<file path="config.mk">
export PLATFORM = sky130hd
export DESIGN_NAME = pwm_timer
export DESIGN_NICKNAME = d
export VERILOG_FILES = /design/src/verilog/pwm_timer_pkg.sv /design/src/verilog/wave_if.sv /design/src/verilog/compare_out_unit.sv /design/src/verilog/pwm_timer.sv
export SDC_FILE = /design/constraint.sdc
export NUM_CORES = 1
export LEC_CHECK = 0
export BUFFER_PORTS_ARGS = -buffer_cell sky130_fd_sc_hd__buf_4
export CAP_MARGIN = 0
export CELL_PAD_IN_SITES_DETAIL_PLACEMENT = 0
export CELL_PAD_IN_SITES_GLOBAL_PLACEMENT = 1
export CORE_UTILIZATION = 42
export DETAILED_ROUTE_END_ITERATION = 6
export PLACE_DENSITY_LB_ADDON = 0.1
export SETUP_SLACK_MARGIN = 0.3
export SLEW_MARGIN = 40
export SYNTH_ARGS = -nofsm -noshare
export SYNTH_HDL_FRONTEND = slang
export SYNTH_SLANG_ARGS = --single-unit
export TNS_END_PERCENT = 1
</file>
<file path="constraint.sdc">
create_clock -name clk -period 4.4 [get_ports clk]
set_clock_uncertainty 0.2 [all_clocks]
set_input_delay 0.88 -clock clk [delete_from_list [all_inputs] [get_ports clk]]
set_output_delay 0.88 -clock clk [all_outputs]
set_load 0.01 [all_outputs]
</file>
<file path="src/verilog/pwm_timer_pkg.sv">
package pwm_timer_pkg;

    localparam int unsigned ADDR_W = 8;
    localparam int unsigned DATA_W = 32;
    localparam int unsigned CNT_W  = 8;
    localparam int unsigned PRE_W  = 10;

    // register indices; byte address is four times the index
    localparam logic [5:0] IDX_CTRL_B = 6'h18;
    localparam logic [5:0] IDX_CTRL_A = 6'h19;
    localparam logic [5:0] IDX_COUNT  = 6'h1A;
    localparam logic [5:0] IDX_CMP_A  = 6'h1B;
    localparam logic [5:0] IDX_CMP_B  = 6'h1C;
    localparam logic [5:0] IDX_FLAGS  = 6'h1D;

    // control register a fields
    localparam int unsigned CA_MODE_A_HI = 7;
    localparam int unsigned CA_MODE_A_LO = 6;
    localparam int unsigned CA_MODE_B_HI = 5;
    localparam int unsigned CA_MODE_B_LO = 4;
    localparam logic [7:0]  CA_WR_MASK   = 8'hF3;
    localparam logic [7:0]  CTRL_RESET   = 8'h00;

    // control register b fields
    localparam int unsigned CB_FORCE_A  = 7;
    localparam int unsigned CB_FORCE_B  = 6;
    localparam int unsigned CB_WAVE_HI  = 3;
    localparam int unsigned CB_CS_HI    = 2;
    localparam logic [7:0]  CB_RD_MASK  = 8'h0F;

    // flag register bits, write one to clear
    localparam int unsigned FLG_OVF = 0;
    localparam int unsigned FLG_MA  = 1;
    localparam int unsigned FLG_MB  = 2;
    localparam logic [2:0]  FLG_RESET = 3'h0;

    localparam logic [7:0] BOTTOM = 8'h00;
    localparam logic [7:0] MAX    = 8'hFF;
    localparam logic [7:0] ONE    = 8'h01;

    localparam logic [2:0] MODE_NORMAL  = 3'h0;
    localparam logic [2:0] MODE_PC_MAX  = 3'h1;
    localparam logic [2:0] MODE_CTC     = 3'h2;
    localparam logic [2:0] MODE_FAST_MX = 3'h3;
    localparam logic [2:0] MODE_PC_CMP  = 3'h5;
    localparam logic [2:0] MODE_FAST_CP = 3'h7;

    localparam logic [1:0] COM_OFF    = 2'h0;
    localparam logic [1:0] COM_TOGGLE = 2'h1;
    localparam logic [1:0] COM_CLEAR  = 2'h2;
    localparam logic [1:0] COM_SET    = 2'h3;

    localparam logic [2:0] CS_DIV1    = 3'h1;
    localparam logic [2:0] CS_DIV8    = 3'h2;
    localparam logic [2:0] CS_DIV64   = 3'h3;
    localparam logic [2:0] CS_DIV256  = 3'h4;
    localparam logic [2:0] CS_DIV1024 = 3'h5;
    localparam logic [9:0] PRE_M8     = 10'h007;
    localparam logic [9:0] PRE_M64    = 10'h03F;
    localparam logic [9:0] PRE_M256   = 10'h0FF;
    localparam logic [9:0] PRE_M1024  = 10'h3FF;

    localparam logic [1:0] RESP_OKAY   = 2'h0;
    localparam logic [1:0] RESP_SLVERR = 2'h2;

    typedef enum logic {DIR_UP, DIR_DOWN} dir_t;

    function automatic logic is_pc(input logic [2:0] m);
        return (m == MODE_PC_MAX) || (m == MODE_PC_CMP);
    endfunction

    function automatic logic is_fast(input logic [2:0] m);
        return (m == MODE_FAST_MX) || (m == MODE_FAST_CP);
    endfunction

endpackage

</file>
<file path="src/verilog/wave_if.sv">
`timescale 1ns/1ps
interface wave_if;
    import pwm_timer_pkg::*;
    logic             tick;
    logic [CNT_W-1:0] cnt;
    logic [CNT_W-1:0] cmp;
    logic [CNT_W-1:0] top;
    dir_t             dir;
    logic             pc_mode;
    logic             fast_mode;
    logic             hi_bit;
    logic [1:0]       com;
    logic             force_cmp;
    logic             at_bottom;
    logic             oc;
    logic             connected;

    modport timer (output tick, cnt, cmp, top, dir, pc_mode, fast_mode, hi_bit, com,
                   force_cmp, at_bottom, input oc, connected);
    modport unit  (input tick, cnt, cmp, top, dir, pc_mode, fast_mode, hi_bit, com,
                   force_cmp, at_bottom, output oc, connected);
endinterface : wave_if

</file>
<file path="src/verilog/compare_out_unit.sv">
`timescale 1ns/1ps
module compare_out_unit
    import pwm_timer_pkg::*;
#(
    parameter bit PWM_TOGGLE = 1'b1
) (
    input wire logic clk,
    input wire logic sys_rst,
    wave_if.unit     w
);

    logic oc_q;
    logic oc_d;
    logic up_seen_q;
    logic match;
    logic up_match;
    logic pwm;
    logic toggle_ok;
    logic top_hold;
    logic inv;

    assign match     = w.tick && (w.cnt == w.cmp);
    // at bottom the counter still carries the down direction, yet a match there opens a slope
    assign up_match  = match && ((w.dir == DIR_UP) || (w.cnt == BOTTOM));
    assign pwm       = w.pc_mode || w.fast_mode;
    assign toggle_ok = !pwm || (PWM_TOGGLE && w.hi_bit);
    assign w.connected = w.com[1] || (w.com[0] && toggle_ok);
    assign top_hold  = pwm && w.com[1] && (w.cmp == w.top);
    assign inv       = w.com[0];
    assign w.oc      = oc_q;

    always_comb begin
        oc_d = oc_q;
        if (!pwm) begin
            if (match || w.force_cmp) begin
                case (w.com)
                    COM_TOGGLE: oc_d = ~oc_q;
                    COM_CLEAR:  oc_d = 1'b0;
                    COM_SET:    oc_d = 1'b1;
                    default:    oc_d = oc_q;
                endcase
            end
        end else if (w.com == COM_TOGGLE) begin
            if (toggle_ok && match) begin
                oc_d = ~oc_q;
            end
        end else if (w.com[1] && w.fast_mode) begin
            if (match && !top_hold) begin
                oc_d = inv;
            end
            if (w.at_bottom) begin
                oc_d = ~inv;
            end
        end else if (w.com[1]) begin
            if (top_hold) begin
                if (w.tick && (w.cnt == w.top)) begin
                    oc_d = ~inv;
                end
            end else if (up_match) begin
                oc_d = inv;
            end else if (match) begin
                oc_d = ~inv;
            end else if (w.at_bottom && !up_seen_q) begin
                oc_d = inv;
            end
        end
    end

    always_ff @(posedge clk) begin
        if (sys_rst) begin
            oc_q <= 1'b0;
        end else begin
            oc_q <= oc_d;
        end
    end

    // remembers whether the rising slope produced its match, so bottom can fill it in
    always_ff @(posedge clk) begin
        if (sys_rst) begin
            up_seen_q <= 1'b0;
        end else if (w.at_bottom) begin
            up_seen_q <= 1'b0;
        end else if (up_match) begin
            up_seen_q <= 1'b1;
        end
    end

    a_pc_clear_up: assert property (@(posedge clk) disable iff (sys_rst)
        (w.pc_mode && w.com == COM_CLEAR && up_match && !top_hold) |=> !oc_q)
        else $error("output not cleared on rising match");

    a_pc_set_up: assert property (@(posedge clk) disable iff (sys_rst)
        (w.pc_mode && w.com == COM_SET && up_match && !top_hold) |=> oc_q)
        else $error("inverted output not set on rising match");

    a_fast_bottom: assert property (@(posedge clk) disable iff (sys_rst)
        (w.fast_mode && w.com[1] && w.at_bottom) |=> (oc_q == !$past(inv)))
        else $error("fast mode bottom action missing");

    a_plain_toggle: assert property (@(posedge clk) disable iff (sys_rst)
        (!pwm && w.com == COM_TOGGLE && match) |=> (oc_q != $past(oc_q)))
        else $error("no toggle on match in plain mode");

endmodule : compare_out_unit

</file>
<file path="src/verilog/pwm_timer.sv">
`timescale 1ns/1ps
module pwm_timer
    import pwm_timer_pkg::*;
(
    input  wire logic              clk,
    input  wire logic              sys_rst,
    input  wire logic [ADDR_W-1:0] s_axi_awaddr,
    input  wire logic              s_axi_awvalid,
    output      logic              s_axi_awready,
    input  wire logic [DATA_W-1:0] s_axi_wdata,
    input  wire logic [3:0]        s_axi_wstrb,
    input  wire logic              s_axi_wvalid,
    output      logic              s_axi_wready,
    output      logic [1:0]        s_axi_bresp,
    output      logic              s_axi_bvalid,
    input  wire logic              s_axi_bready,
    input  wire logic [ADDR_W-1:0] s_axi_araddr,
    input  wire logic              s_axi_arvalid,
    output      logic              s_axi_arready,
    output      logic [DATA_W-1:0] s_axi_rdata,
    output      logic [1:0]        s_axi_rresp,
    output      logic              s_axi_rvalid,
    input  wire logic              s_axi_rready,
    input  wire logic              port_out_a,
    input  wire logic              port_dir_a,
    input  wire logic              port_out_b,
    input  wire logic              port_dir_b,
    output      logic              compare_out_a_o,
    output      logic              compare_out_a_oe,
    output      logic              compare_out_b_o,
    output      logic              compare_out_b_oe
);

    logic [7:0]            ctrl_a_q;
    logic [7:0]            ctrl_b_q;
    logic [2:0]            flags_q;
    logic [2:0]            flags_set;
    logic [2:0]            flags_clr;
    logic [CNT_W-1:0]      cnt_q;
    logic [CNT_W-1:0]      cnt_d;
    dir_t                  dir_q;
    dir_t                  dir_d;
    logic [1:0][CNT_W-1:0] cmp_buf_q;
    logic [1:0][CNT_W-1:0] cmp_act_q;
    logic [1:0]            force_q;
    logic [PRE_W-1:0]      pre_q;
    logic                  tick;
    logic [2:0]            wave_mode;
    logic                  pc;
    logic                  fast;
    logic                  ctc;
    logic [CNT_W-1:0]      top_val;
    logic                  at_top;
    logic                  at_bottom;
    logic                  cmp_load;
    logic [1:0]            match;
    logic [1:0]            oc;
    logic [1:0]            conn;
    logic [1:0][1:0]       com_mode;

    logic                  aw_full_q;
    logic                  w_full_q;
    logic [ADDR_W-1:0]     aw_addr_q;
    logic [7:0]            w_byte_q;
    logic                  w_lane_q;
    logic                  wr_go;
    logic [5:0]            wr_idx;
    logic                  wr_hit;
    logic [DATA_W-1:0]     rd_word;
    logic                  rd_hit;
    logic [5:0]            rd_idx;
    logic [5:0]            rd_idx_q;

    // ------------------------------------------------------------------ bus slave
    assign s_axi_awready = !aw_full_q && !s_axi_bvalid;
    assign s_axi_wready  = !w_full_q && !s_axi_bvalid;
    assign s_axi_arready = !s_axi_rvalid;
    assign wr_go         = aw_full_q && w_full_q && !s_axi_bvalid;
    assign wr_idx        = aw_addr_q[ADDR_W-1:2];
    assign wr_hit        = (aw_addr_q[1:0] == 2'h0) &&
                           ((wr_idx >= IDX_CTRL_B) && (wr_idx <= IDX_FLAGS));

    // address and data are taken independently; the write happens once both are held
    always_ff @(posedge clk) begin
        if (sys_rst) begin
            aw_full_q <= 1'b0;
            aw_addr_q <= '0;
        end else if (s_axi_awvalid && s_axi_awready) begin
            aw_full_q <= 1'b1;
            aw_addr_q <= s_axi_awaddr;
        end else if (wr_go) begin
            aw_full_q <= 1'b0;
        end
    end

    always_ff @(posedge clk) begin
        if (sys_rst) begin
            w_full_q <= 1'b0;
            w_byte_q <= '0;
            w_lane_q <= 1'b0;
        end else if (s_axi_wvalid && s_axi_wready) begin
            w_full_q <= 1'b1;
            w_byte_q <= s_axi_wdata[7:0];
            w_lane_q <= s_axi_wstrb[0];
        end else if (wr_go) begin
            w_full_q <= 1'b0;
        end
    end

    always_ff @(posedge clk) begin
        if (sys_rst) begin
            s_axi_bvalid <= 1'b0;
            s_axi_bresp  <= RESP_OKAY;
        end else if (wr_go) begin
            s_axi_bvalid <= 1'b1;
            s_axi_bresp  <= wr_hit ? RESP_OKAY : RESP_SLVERR;
        end else if (s_axi_bready) begin
            s_axi_bvalid <= 1'b0;
        end
    end

    assign rd_idx = s_axi_araddr[ADDR_W-1:2];

    always_comb begin
        rd_word = '0;
        rd_hit  = (s_axi_araddr[1:0] == 2'h0);
        case (rd_idx)
            IDX_CTRL_A: rd_word[7:0] = ctrl_a_q & CA_WR_MASK;
            IDX_CTRL_B: rd_word[7:0] = ctrl_b_q & CB_RD_MASK;
            IDX_COUNT:  rd_word[7:0] = cnt_q;
            IDX_CMP_A:  rd_word[7:0] = cmp_buf_q[0];
            IDX_CMP_B:  rd_word[7:0] = cmp_buf_q[1];
            IDX_FLAGS:  rd_word[2:0] = flags_q;
            default:    rd_hit       = 1'b0;
        endcase
    end

    always_ff @(posedge clk) begin
        if (sys_rst) begin
            s_axi_rvalid <= 1'b0;
            s_axi_rdata  <= '0;
            s_axi_rresp  <= RESP_OKAY;
            rd_idx_q     <= '0;
        end else if (s_axi_arvalid && s_axi_arready) begin
            s_axi_rvalid <= 1'b1;
            s_axi_rdata  <= rd_hit ? rd_word : '0;
            s_axi_rresp  <= rd_hit ? RESP_OKAY : RESP_SLVERR;
            rd_idx_q     <= rd_idx;
        end else if (s_axi_rready) begin
            s_axi_rvalid <= 1'b0;
        end
    end

    // ------------------------------------------------------------------ registers
    function automatic logic wr_to(input logic [5:0] idx);
        return wr_go && wr_hit && w_lane_q && (wr_idx == idx);
    endfunction

    always_ff @(posedge clk) begin
        if (sys_rst) begin
            ctrl_a_q <= CTRL_RESET;
        end else if (wr_to(IDX_CTRL_A)) begin
            ctrl_a_q <= w_byte_q & CA_WR_MASK;
        end
    end

    always_ff @(posedge clk) begin
        if (sys_rst) begin
            ctrl_b_q <= CTRL_RESET;
        end else if (wr_to(IDX_CTRL_B)) begin
            ctrl_b_q <= w_byte_q & CB_RD_MASK;
        end
    end

    // force strobes live for one cycle and never read back
    always_ff @(posedge clk) begin
        if (sys_rst) begin
            force_q <= 2'h0;
        end else if (wr_to(IDX_CTRL_B)) begin
            force_q <= {w_byte_q[CB_FORCE_B], w_byte_q[CB_FORCE_A]};
        end else begin
            force_q <= 2'h0;
        end
    end

    always_ff @(posedge clk) begin
        if (sys_rst) begin
            cmp_buf_q <= '0;
        end else if (wr_to(IDX_CMP_A)) begin
            cmp_buf_q[0] <= w_byte_q;
        end else if (wr_to(IDX_CMP_B)) begin
            cmp_buf_q[1] <= w_byte_q;
        end
    end

    // plain modes load at once; pwm modes wait for top so a period is never torn
    assign cmp_load = pc ? (tick && at_top) :
                      fast ? (tick && (cnt_q == top_val)) : 1'b1;

    always_ff @(posedge clk) begin
        if (sys_rst) begin
            cmp_act_q <= '0;
        end else if (cmp_load) begin
            cmp_act_q <= cmp_buf_q;
        end
    end

    assign flags_clr = wr_to(IDX_FLAGS) ? w_byte_q[2:0] : 3'h0;
    assign flags_set = {match[1], match[0],
                        pc ? at_bottom :
                        (tick && (cnt_q == (fast ? top_val : MAX)))};

    // a hardware event in the clearing cycle survives the clear
    always_ff @(posedge clk) begin
        if (sys_rst) begin
            flags_q <= FLG_RESET;
        end else begin
            flags_q <= (flags_q & ~flags_clr) | flags_set;
        end
    end

    // ------------------------------------------------------------------ prescaler
    always_ff @(posedge clk) begin
        if (sys_rst) begin
            pre_q <= '0;
        end else begin
            pre_q <= pre_q + 10'h001;
        end
    end

    // the prescaled tick is a clock enable; everything stays on clk
    always_comb begin
        case (ctrl_b_q[CB_CS_HI:0])
            CS_DIV1:    tick = 1'b1;
            CS_DIV8:    tick = (pre_q & PRE_M8) == PRE_M8;
            CS_DIV64:   tick = (pre_q & PRE_M64) == PRE_M64;
            CS_DIV256:  tick = (pre_q & PRE_M256) == PRE_M256;
            CS_DIV1024: tick = (pre_q & PRE_M1024) == PRE_M1024;
            default:    tick = 1'b0;
        endcase
    end

    // ------------------------------------------------------------------ counter
    assign wave_mode = {ctrl_b_q[CB_WAVE_HI], ctrl_a_q[1:0]};
    assign pc        = is_pc(wave_mode);
    assign fast      = is_fast(wave_mode);
    assign ctc       = (wave_mode == MODE_CTC);
    assign top_val   = ((wave_mode == MODE_PC_CMP) || (wave_mode == MODE_FAST_CP) || ctc) ?
                       cmp_act_q[0] : MAX;
    assign at_top    = (dir_q == DIR_UP) && (cnt_q >= top_val);
    assign at_bottom = tick && pc && (cnt_d == BOTTOM) && (cnt_q != BOTTOM);
    assign com_mode  = {ctrl_a_q[CA_MODE_B_HI:CA_MODE_B_LO],
                        ctrl_a_q[CA_MODE_A_HI:CA_MODE_A_LO]};

    always_comb begin
        cnt_d = cnt_q;
        dir_d = dir_q;
        if (wr_to(IDX_COUNT)) begin
            cnt_d = w_byte_q;
        end else if (tick && pc) begin
            if (at_top) begin
                dir_d = DIR_DOWN;
                cnt_d = (cnt_q == BOTTOM) ? BOTTOM : cnt_q - ONE;
            end else if (dir_q == DIR_UP) begin
                cnt_d = cnt_q + ONE;
            end else if (cnt_q == BOTTOM) begin
                dir_d = DIR_UP;
                cnt_d = (top_val == BOTTOM) ? BOTTOM : ONE;
            end else begin
                cnt_d = cnt_q - ONE;
            end
        end else if (tick) begin
            dir_d = DIR_UP;
            cnt_d = ((fast || ctc) && (cnt_q == top_val)) ? BOTTOM : cnt_q + ONE;
        end
    end

    always_ff @(posedge clk) begin
        if (sys_rst) begin
            cnt_q <= BOTTOM;
            dir_q <= DIR_UP;
        end else begin
            cnt_q <= cnt_d;
            dir_q <= dir_d;
        end
    end

    // ------------------------------------------------------------------ compare outputs
    for (genvar ch = 0; ch < 2; ch++) begin : g_chan
        wave_if w ();
        assign w.tick      = tick;
        assign w.cnt       = cnt_q;
        assign w.cmp       = cmp_act_q[ch];
        assign w.top       = top_val;
        assign w.dir       = dir_q;
        assign w.pc_mode   = pc;
        assign w.fast_mode = fast;
        assign w.hi_bit    = ctrl_b_q[CB_WAVE_HI];
        assign w.com       = com_mode[ch];
        assign w.force_cmp = force_q[ch] && !(pc || fast);
        assign w.at_bottom = pc ? at_bottom : (fast && tick && (cnt_q == top_val));
        assign oc[ch]      = w.oc;
        assign conn[ch]    = w.connected;
        assign match[ch]   = tick && (cnt_q == cmp_act_q[ch]);

        // only channel a may toggle in the pwm modes, and only in modes 5 and 7
        compare_out_unit #(
            .PWM_TOGGLE (1'(ch == 0))
        ) u_unit (
            .clk     (clk),
            .sys_rst (sys_rst),
            .w       (w)
        );
    end

    // the pin is only driven when software has set its direction to output
    assign compare_out_a_o  = conn[0] ? oc[0] : port_out_a;
    assign compare_out_a_oe = port_dir_a;
    assign compare_out_b_o  = conn[1] ? oc[1] : port_out_b;
    assign compare_out_b_oe = port_dir_b;

    a_top_dwell: assert property (@(posedge clk) disable iff (sys_rst)
        (pc && tick && at_top && cnt_q == top_val && top_val != BOTTOM && !wr_go)
        |=> (dir_q == DIR_DOWN && cnt_q == $past(cnt_q) - ONE))
        else $error("counter did not leave top after one tick");

    a_ovf_bottom: assert property (@(posedge clk) disable iff (sys_rst)
        at_bottom |=> (flags_q[FLG_OVF] && cnt_q == BOTTOM))
        else $error("overflow flag not set at bottom");

    a_top_fixed: assert property (@(posedge clk) disable iff (sys_rst)
        (wave_mode == MODE_PC_MAX) |-> (top_val == MAX))
        else $error("fixed top is not max");

    a_reserved_zero: assert property (@(posedge clk) disable iff (sys_rst)
        (s_axi_rvalid && rd_idx_q == IDX_CTRL_A) |-> (s_axi_rdata[3:2] == 2'h0))
        else $error("reserved bits read nonzero");

    a_pin_to_port: assert property (@(posedge clk) disable iff (sys_rst)
        (ctrl_a_q[CA_MODE_A_HI:CA_MODE_A_LO] == COM_OFF) |-> (compare_out_a_o == port_out_a))
        else $error("disconnected channel drives the pin");

endmodule : pwm_timer

</file>
==> impl_results.md, run 1 <==
* Inserted Diodes at 0
* DRT iter0 DRCs at around 600
* Detailed-route vias per instance at a little under 6
* DRC at 0
* Peak Freq at roughly 0.25 GHz
* Syn-to-layout area delta at 12.6%
* H-tree levels at 3
* Total Wirelength at 18.9 mm
* Post-synth ARST share at 0%
* First-pass detailed-route iteration total at 5
* Post-Synthesis Cells at 800
* Bufs and invs on worst path at 0
* Synth Flop Type: dfxtp_1
* Crit-path most repeated cell: nand2b_1
* Final #Nets at between 900 and 1000
* Layout cell share with drive strength beyond 1 at about an eighth
* Ys Warns at 0
* Initial antenna violation count at 0
* Post-synth EDFFs at 0
* Max FO, Critical Path at 8
* Crit path DAT at about 4 ns
* Starting Density at ~43%
* Status: completed
* Multi-input combinational cell area at ~3800 µm²
* Most frequent cells in the layout: nand2_1, dfxtp_1, nor2_1, a21oi_1, buf_4
* WL/cell at roughly 18 µm
* Clock transition at path regs at roughly 0.070 ns
* Mapped Area at about 6200 µm²
* Deepest clock path buffer count at 2
* Synth area leader: dfxtp_1
* IO Count at between 100 and 150
* Antenna Nets Post-Route at 0
* Stages on the worst setup path at 13
* Storage cell area at 2020 µm²
* First-pass GRT wire length at between 20 and 30 mm
* Vias in the first global route at approximately 5300
* RSZ-0062 raised after global routing: false
* Setup crit end kind: register
* Largest stage delay, worst path at ~0.48 ns
* Crit path max-delay family: compound AO/OA/AOI/OAI gates
* Hold Crit Depth at 2
* Fin crit period at about 4 ns
* LEAKAGE at around 2.9 nW
* Hold WC Path Type: reg -> reg
* Final hold violation count at 0
* Post-CTS Setup Inserts at 0
* Rel. slew slack at around 56%
* Slew Limit Fails at 0
* Later-pin clock latency in the skew report at ~0.35 ns
* Row Count at 44
* Setup CP Type: reg -> reg
* Period utilisation layout at between 80% and 90%
* Slowest-stage cell, CP: a2111o_1
* Setup Viol. Count Final at 0
* Cells on worst reg2reg path at 13
* Clock sinks at 101
* Overflow after GRT at 0
* Root Buffer: clkbuf_16
* Core area at 14500 µm²
* CTS tree: yes
* Top cells by area, synth: dfxtp_1, nand2_1, a21oi_1
* Total power at between 0.0015 and 0.002 W
* Synth cell types at between 70 and 80
* Flops & latches, synth at just over 100
* Sequential area share after synthesis at 32.6%
* CTS Hold Bufs at 0
* DP HPWL at 13.7 mm
* Max-cap viol count at 0
* Final setup TNS at 0 ns
* Worst EP required at 4.44 ns
* Gr usage total at about a quarter
* Die Area at around 15000 µm²
* Avg Cell Area, Syn at 7.75 µm²
* VDD IR-drop max at approximately 0.00023 V
* CTS buffer count at 9
* CP startpoint kind: register
* Die width at approximately 120 µm
* CP Cell Sequence: or3b_4, nand2_1, nand2b_1, ha_1, nand2b_1, a2111o_1, a21o_2, mux2i_1, a211o_1, a22oi_1, and4_4, a31oi_1, o31a_1
* Die height at between 100 and 150 µm
* Gpl congestion at around 0.93
* Port Buffer Count at 50
* Pin count of the biggest net entering global routing at 75
* Commonest non-fill, non-tap cell in the layout: nand2_1
* DR vias at 5906
* Power Density at 276 nW/µm²
* Post-synth top area share at 32.6%
* Filler cell count at roughly 1500
* Worst Max-Slew Pin Slew at roughly 0.66 ns
-- timing repair --
| item | 4_1_cts | 5_1_grt |
|---|---|---|
| hold endpoints to repair | 0 | 0 |
| endpoints found under the setup margin | 0 | 4 |
| gates resized for setup | 0 | 5 |
-- registers in the layout, indices dropped and copies added, names as in the netlist, 2 cells and up --
| register | cells |
|---|---|
| aw_addr_q | 8 |
| cmp_buf_q | 16 |
| cnt_q | 8 |
| ctrl_a_q | 6 |
| ctrl_b_q | 4 |
| flags_q | 3 |
| force_q | 2 |
| g_chan.u_unit.up_seen_q | 2 |
| g_chan.u_unit.w.oc | 2 |
| g_chan.w.cmp | 16 |
| pre_q | 10 |
| s_axi_rdata | 8 |
| w_byte_q | 8 |
-- worst register-to-register path: stages (launching register included) --
cell and delay [ns]:
dfxtp_1 0.33, or3b_4 0.47, nand2_1 0.17, nand2b_1 0.12, ha_1 0.30, nand2b_1 0.14, a2111o_1 0.48, a21o_2 0.29
mux2i_1 0.14, a211o_1 0.32, a22oi_1 0.21, and4_4 0.31, a31oi_1 0.08, o31a_1 0.29
-- cells by family after synthesis --
family,synth area share (%)
simple gates,25.9
compound gates,19.9
flops,32.6
buf+inv,7.85
mux,6.03
xor+xnor,4.80
fa+ha+maj,2.83
other cells,0.0605
-- final timing paths --
| kind | startpoint | to | slack, ns |
|---|---|---|---|
| max | ctrl_a_q[0]$_SDFFE_PP0P_ | g_chan[1].u_unit.w.oc$_SDFFE_PP0P_ | 0.45 |
| min | aw_addr_q[1]$_SDFFE_PP0P_ | aw_addr_q[1]$_SDFFE_PP0P_ | 0.25 |
| max reg2reg | ctrl_a_q[0]$_SDFFE_PP0P_ | g_chan[1].u_unit.w.oc$_SDFFE_PP0P_ | 0.45 |
| min reg2reg | aw_addr_q[1]$_SDFFE_PP0P_ | aw_addr_q[1]$_SDFFE_PP0P_ | 0.25 |
-- cell usage after synthesis, drive strengths merged (4+ instances only) --
| library cell | instances |
|---|---|
| or3 | 11 |
| o21ai | 13 |
| and2 | 6 |
| a22oi | 13 |
| clkbuf | 38 |
| nor3 | 20 |
| nand2b | 5 |
| mux2i | 34 |
| nand2 | 119 |
| a211oi | 7 |
| buf | 37 |
| a21oi | 82 |
| nor2 | 94 |
| o31ai | 4 |
| o22ai | 5 |
| o211ai | 6 |
| nor2b | 7 |
| inv | 17 |
| xor2 | 15 |
| a21o | 4 |
| nand3 | 24 |
| ha | 14 |
| a222oi | 6 |
| nand4 | 9 |
| and3 | 7 |
| a22o | 4 |
| nor3b | 6 |
| nor4 | 9 |
| a31oi | 5 |
| dfxtp | 101 |
| xnor2 | 19 |
-- where the power goes --
group          switching [W]  internal [W]
logic              0.0000825     0.0000545
registers          0.0000253      0.000931
clock network       0.000384      0.000450
-- layout make-up --
class                   count  area share (%)
clock inverters             7            1.15
well taps                 184            3.30
multi-input cells         631            54.7
inverters                  18           0.968
flip-flops and latches    101            29.0
repair buffers             70            7.71
clock buffers               9            3.23
-- stage by stage --
step | std cells | hold slack, ns | setup WS, ns | util, % | instance area [µm²]
after floorplan | 825 | 0.230 | 0.589 | - | 6290
after global placement | 1003 | 0.240 | 0.317 | 45.7 | 6620
after detailed placement | 1003 | 0.245 | 0.343 | 45.8 | 6630
after CTS | 1019 | 0.255 | 0.315 | 47.9 | 6930
after global routing | 1020 | 0.279 | 0.307 | 48.2 | 6980
final | 1020 | 0.252 | 0.452 | 48.2 | 6980
-- metal layers --
| metal | up-vias | GRT usage, % | share of wire [%] |
|---|---|---|---|
| met4 | 0 | 9.86 | 2.2 |
| met1 | 2818 | 36.8 | 47 |
| met5 | - | 0 | 0 |
| li1 | 2864 | - | - |
| met2 | 197 | 39.8 | 45 |
| met3 | 27 | 4.43 | 6.0 |
Note: power is estimated with default switching activity, not from simulation.
==> inputs of run 2 (changes only) <==
- BUFFER_PORTS_ARGS: -buffer_cell sky130_fd_sc_hd__buf_4 -> unset
- CORE_UTILIZATION: 42 -> 47
- DONT_BUFFER_PORTS: unset -> 1
==> impl_results.md, run 2 (same netlist as run 1, synthesis figures left out) <==
* Deepest clock path buffer count at 2 (unchanged)
* Layout cell share with drive strength beyond 1 at 7.38% (-5.7 points)
* Port Buffer Count at 0 (-100%)
* Root Buffer: clkbuf_16
* Largest stage delay, worst path at 0.48 ns (about the same)
* First-pass detailed-route iteration total at 5 (unchanged)
* LEAKAGE at 2.67 nW (-7.8%)
* Later-pin clock latency in the skew report at 0.34 ns (about the same)
* Commonest non-fill, non-tap cell in the layout: nand2_1
* Setup Viol. Count Final at 0 (unchanged)
* Power Density at 298 nW/µm² (+8.0%)
* IO Count at 108 (unchanged)
* Stages on the worst setup path at 13 (unchanged)
* Bufs and invs on worst path at 0 (unchanged)
* Slew Limit Fails at 0 (unchanged)
* Die width at 117 µm (-5.4%)
* Final hold violation count at 0 (unchanged)
* Inserted Diodes at 0 (unchanged)
* Final setup TNS at 0 ns (unchanged)
* Starting Density at 48.7% (+5.9 points)
* Final #Nets at 858 (-5.5%)
* Max-cap viol count at 0 (unchanged)
* DRC at 0 (unchanged)
* Worst Max-Slew Pin Slew at 0.867 ns (+0.207 ns)
* Clock sinks at 101 (unchanged)
* DRT iter0 DRCs at 399 (-32%)
* Crit path DAT at 3.97 ns (-0.02 ns)
* WL/cell at 18.9 µm (+2.5%)
* Initial antenna violation count at 0 (unchanged)
* Die height at 117 µm (-5.4%)
* Period utilisation layout at 89.4% (-0.32 points)
* Detailed-route vias per instance at 5.97 (+3.1%)
* Antenna Nets Post-Route at 0 (unchanged)
* Peak Freq at 0.254 GHz (+0.36%)
* Row Count at 41 (-6.8%)
* Gr usage total at 27.7% (+1.5 points)
* DP HPWL at 13.5 mm (-1.6%)
* Setup crit end kind: register
* Overflow after GRT at 0 (unchanged)
* Rel. slew slack at 41.7% (-14 points)
* Most frequent cells in the layout: nand2_1, dfxtp_1, nor2_1, a21oi_1, mux2i_1
* Syn-to-layout area delta at 6.80%
* Vias in the first global route at 5272 (-0.51%)
* Total Wirelength at 18.1 mm (-3.7%)
* Core area at 12700 µm² (-12%)
* Hold WC Path Type: reg -> reg
* Status: completed
* Pin count of the biggest net entering global routing at 104 (+39%)
* Crit path max-delay family: compound AO/OA/AOI/OAI gates
* Setup ws final at 0.466 ns (+0.0141 ns)
* Gpl congestion at 0.946 (+1.6%)
* Slowest-stage cell, CP: or3b_4
* RSZ-0062 raised after global routing: false
* Max FO, Critical Path at 8 (unchanged)
* Fin crit period at 3.93 ns (-0.0141 ns)
* First-pass GRT wire length at 28.5 mm (-4.7%)
* VDD IR-drop max at 0.000221 V (-3.8%)
* CP startpoint kind: register
* CP Cell Sequence: or3b_4, nand2_2, nand2b_1, ha_1, nand2b_1, a2111o_1, a21o_1, mux2i_1, a211o_1, a22oi_1, and4_4, a31oi_1, o31a_1
* Setup CP Type: reg -> reg
* Clock transition at path regs at 0.07 ns (about the same)
* CTS buffer count at 9 (unchanged)
* Cells on worst reg2reg path at 13 (unchanged)
* Worst EP required at 4.43 ns (about the same)
* Die Area at 13700 µm² (-10%)
* Hold Crit Depth at 2 (unchanged)
* CTS tree: yes
* Fin area at 6620 µm² (-5.1%)
* Dpl ws at 0.328 ns (-0.0142 ns)
* DR vias at 5719 (-3.2%)
* DP Area at 6250 µm² (-5.7%)
* CTS Hold Bufs at 0 (unchanged)
* Crit-path most repeated cell: nand2b_1
* H-tree levels at 3 (unchanged)
-- run 2: changes by cell type in the layout (fill, tap and decap cells not counted), moves of 2 or more --
cell       change
buf_4         -49
bufinv_16      +2
nand2_2        +2
nand2_1        -2
-- run 2: metal layers --
metal | up-vias | part of all wire [%] | GRT usage, %
li1 | 2762 | - | -
met1 | 2695 | 46 | 37.9
met2 | 225 | 46 | 45.2
met3 | 37 | 6.0 | 2.63
met4 | 0 | 2.9 | 11.1
met5 | - | 0 | 0
-- run 2: power by group --
group	internal [W]	leakage [nW]	total (W)	switching, W
sequential	0.000931	0.818	0.000959	0.0000275
clock	0.000576	0.170	0.000934	0.000359
combinational	0.0000267	1.69	0.0000806	0.0000539
total	0.00153	2.67	0.00197	0.000440
-- run 2: through the flow --
| step | utilization [%] | hold WS, ns | std cells | total power, W |
|---|---|---|---|---|
| floorplan | - | 0.230 | 825 | 0.00107 |
| global placement | 49.0 | 0.235 | 942 | 0.00106 |
| detailed placement | 49.1 | 0.241 | 942 | 0.00106 |
| CTS | 51.9 | 0.251 | 958 | 0.00199 |
| global route | 52.0 | 0.271 | 958 | 0.00204 |
| finish | 52.0 | 0.249 | 958 | 0.00197 |
-- run 2: worst reg2reg max path: cells and delay by family, from the launching register on --
family,cells,cell delay [ns]
compound gates,6,1.69
simple gates,5,1.16
flops,1,0.33
fa+ha+maj,1,0.29
mux,1,0.16
-- run 2: final timing paths --
kind	from	endpoint	slack, ns
hold / removal	aw_addr_q[6]$_SDFFE_PP0P_	aw_addr_q[6]$_SDFFE_PP0P_	0.25
setup / recovery	ctrl_a_q[0]$_SDFFE_PP0P_	g_chan[1].u_unit.w.oc$_SDFFE_PP0P_	0.47
hold reg to reg	aw_addr_q[6]$_SDFFE_PP0P_	aw_addr_q[6]$_SDFFE_PP0P_	0.25
setup reg to reg	ctrl_a_q[0]$_SDFFE_PP0P_	g_chan[1].u_unit.w.oc$_SDFFE_PP0P_	0.47
-- run 2: what timing repair did --
item                       in CTS  in global routing
buffers inserted                0                  0
setup endpoints to repair       0                  5
resized for setup               0                  6
-- run 2: layout make-up --
class / count / area [µm²]
Sequential cell: 101 / 2020
Inverter: 18 / 67.6
Clock inverter: 6 / 115
Fill cell: 1304 / 6100
Multi-Input combinational cell: 631 / 3810
Tap cell: 172 / 215
Timing Repair Buffer: 20 / 150
Clock buffer: 10 / 239
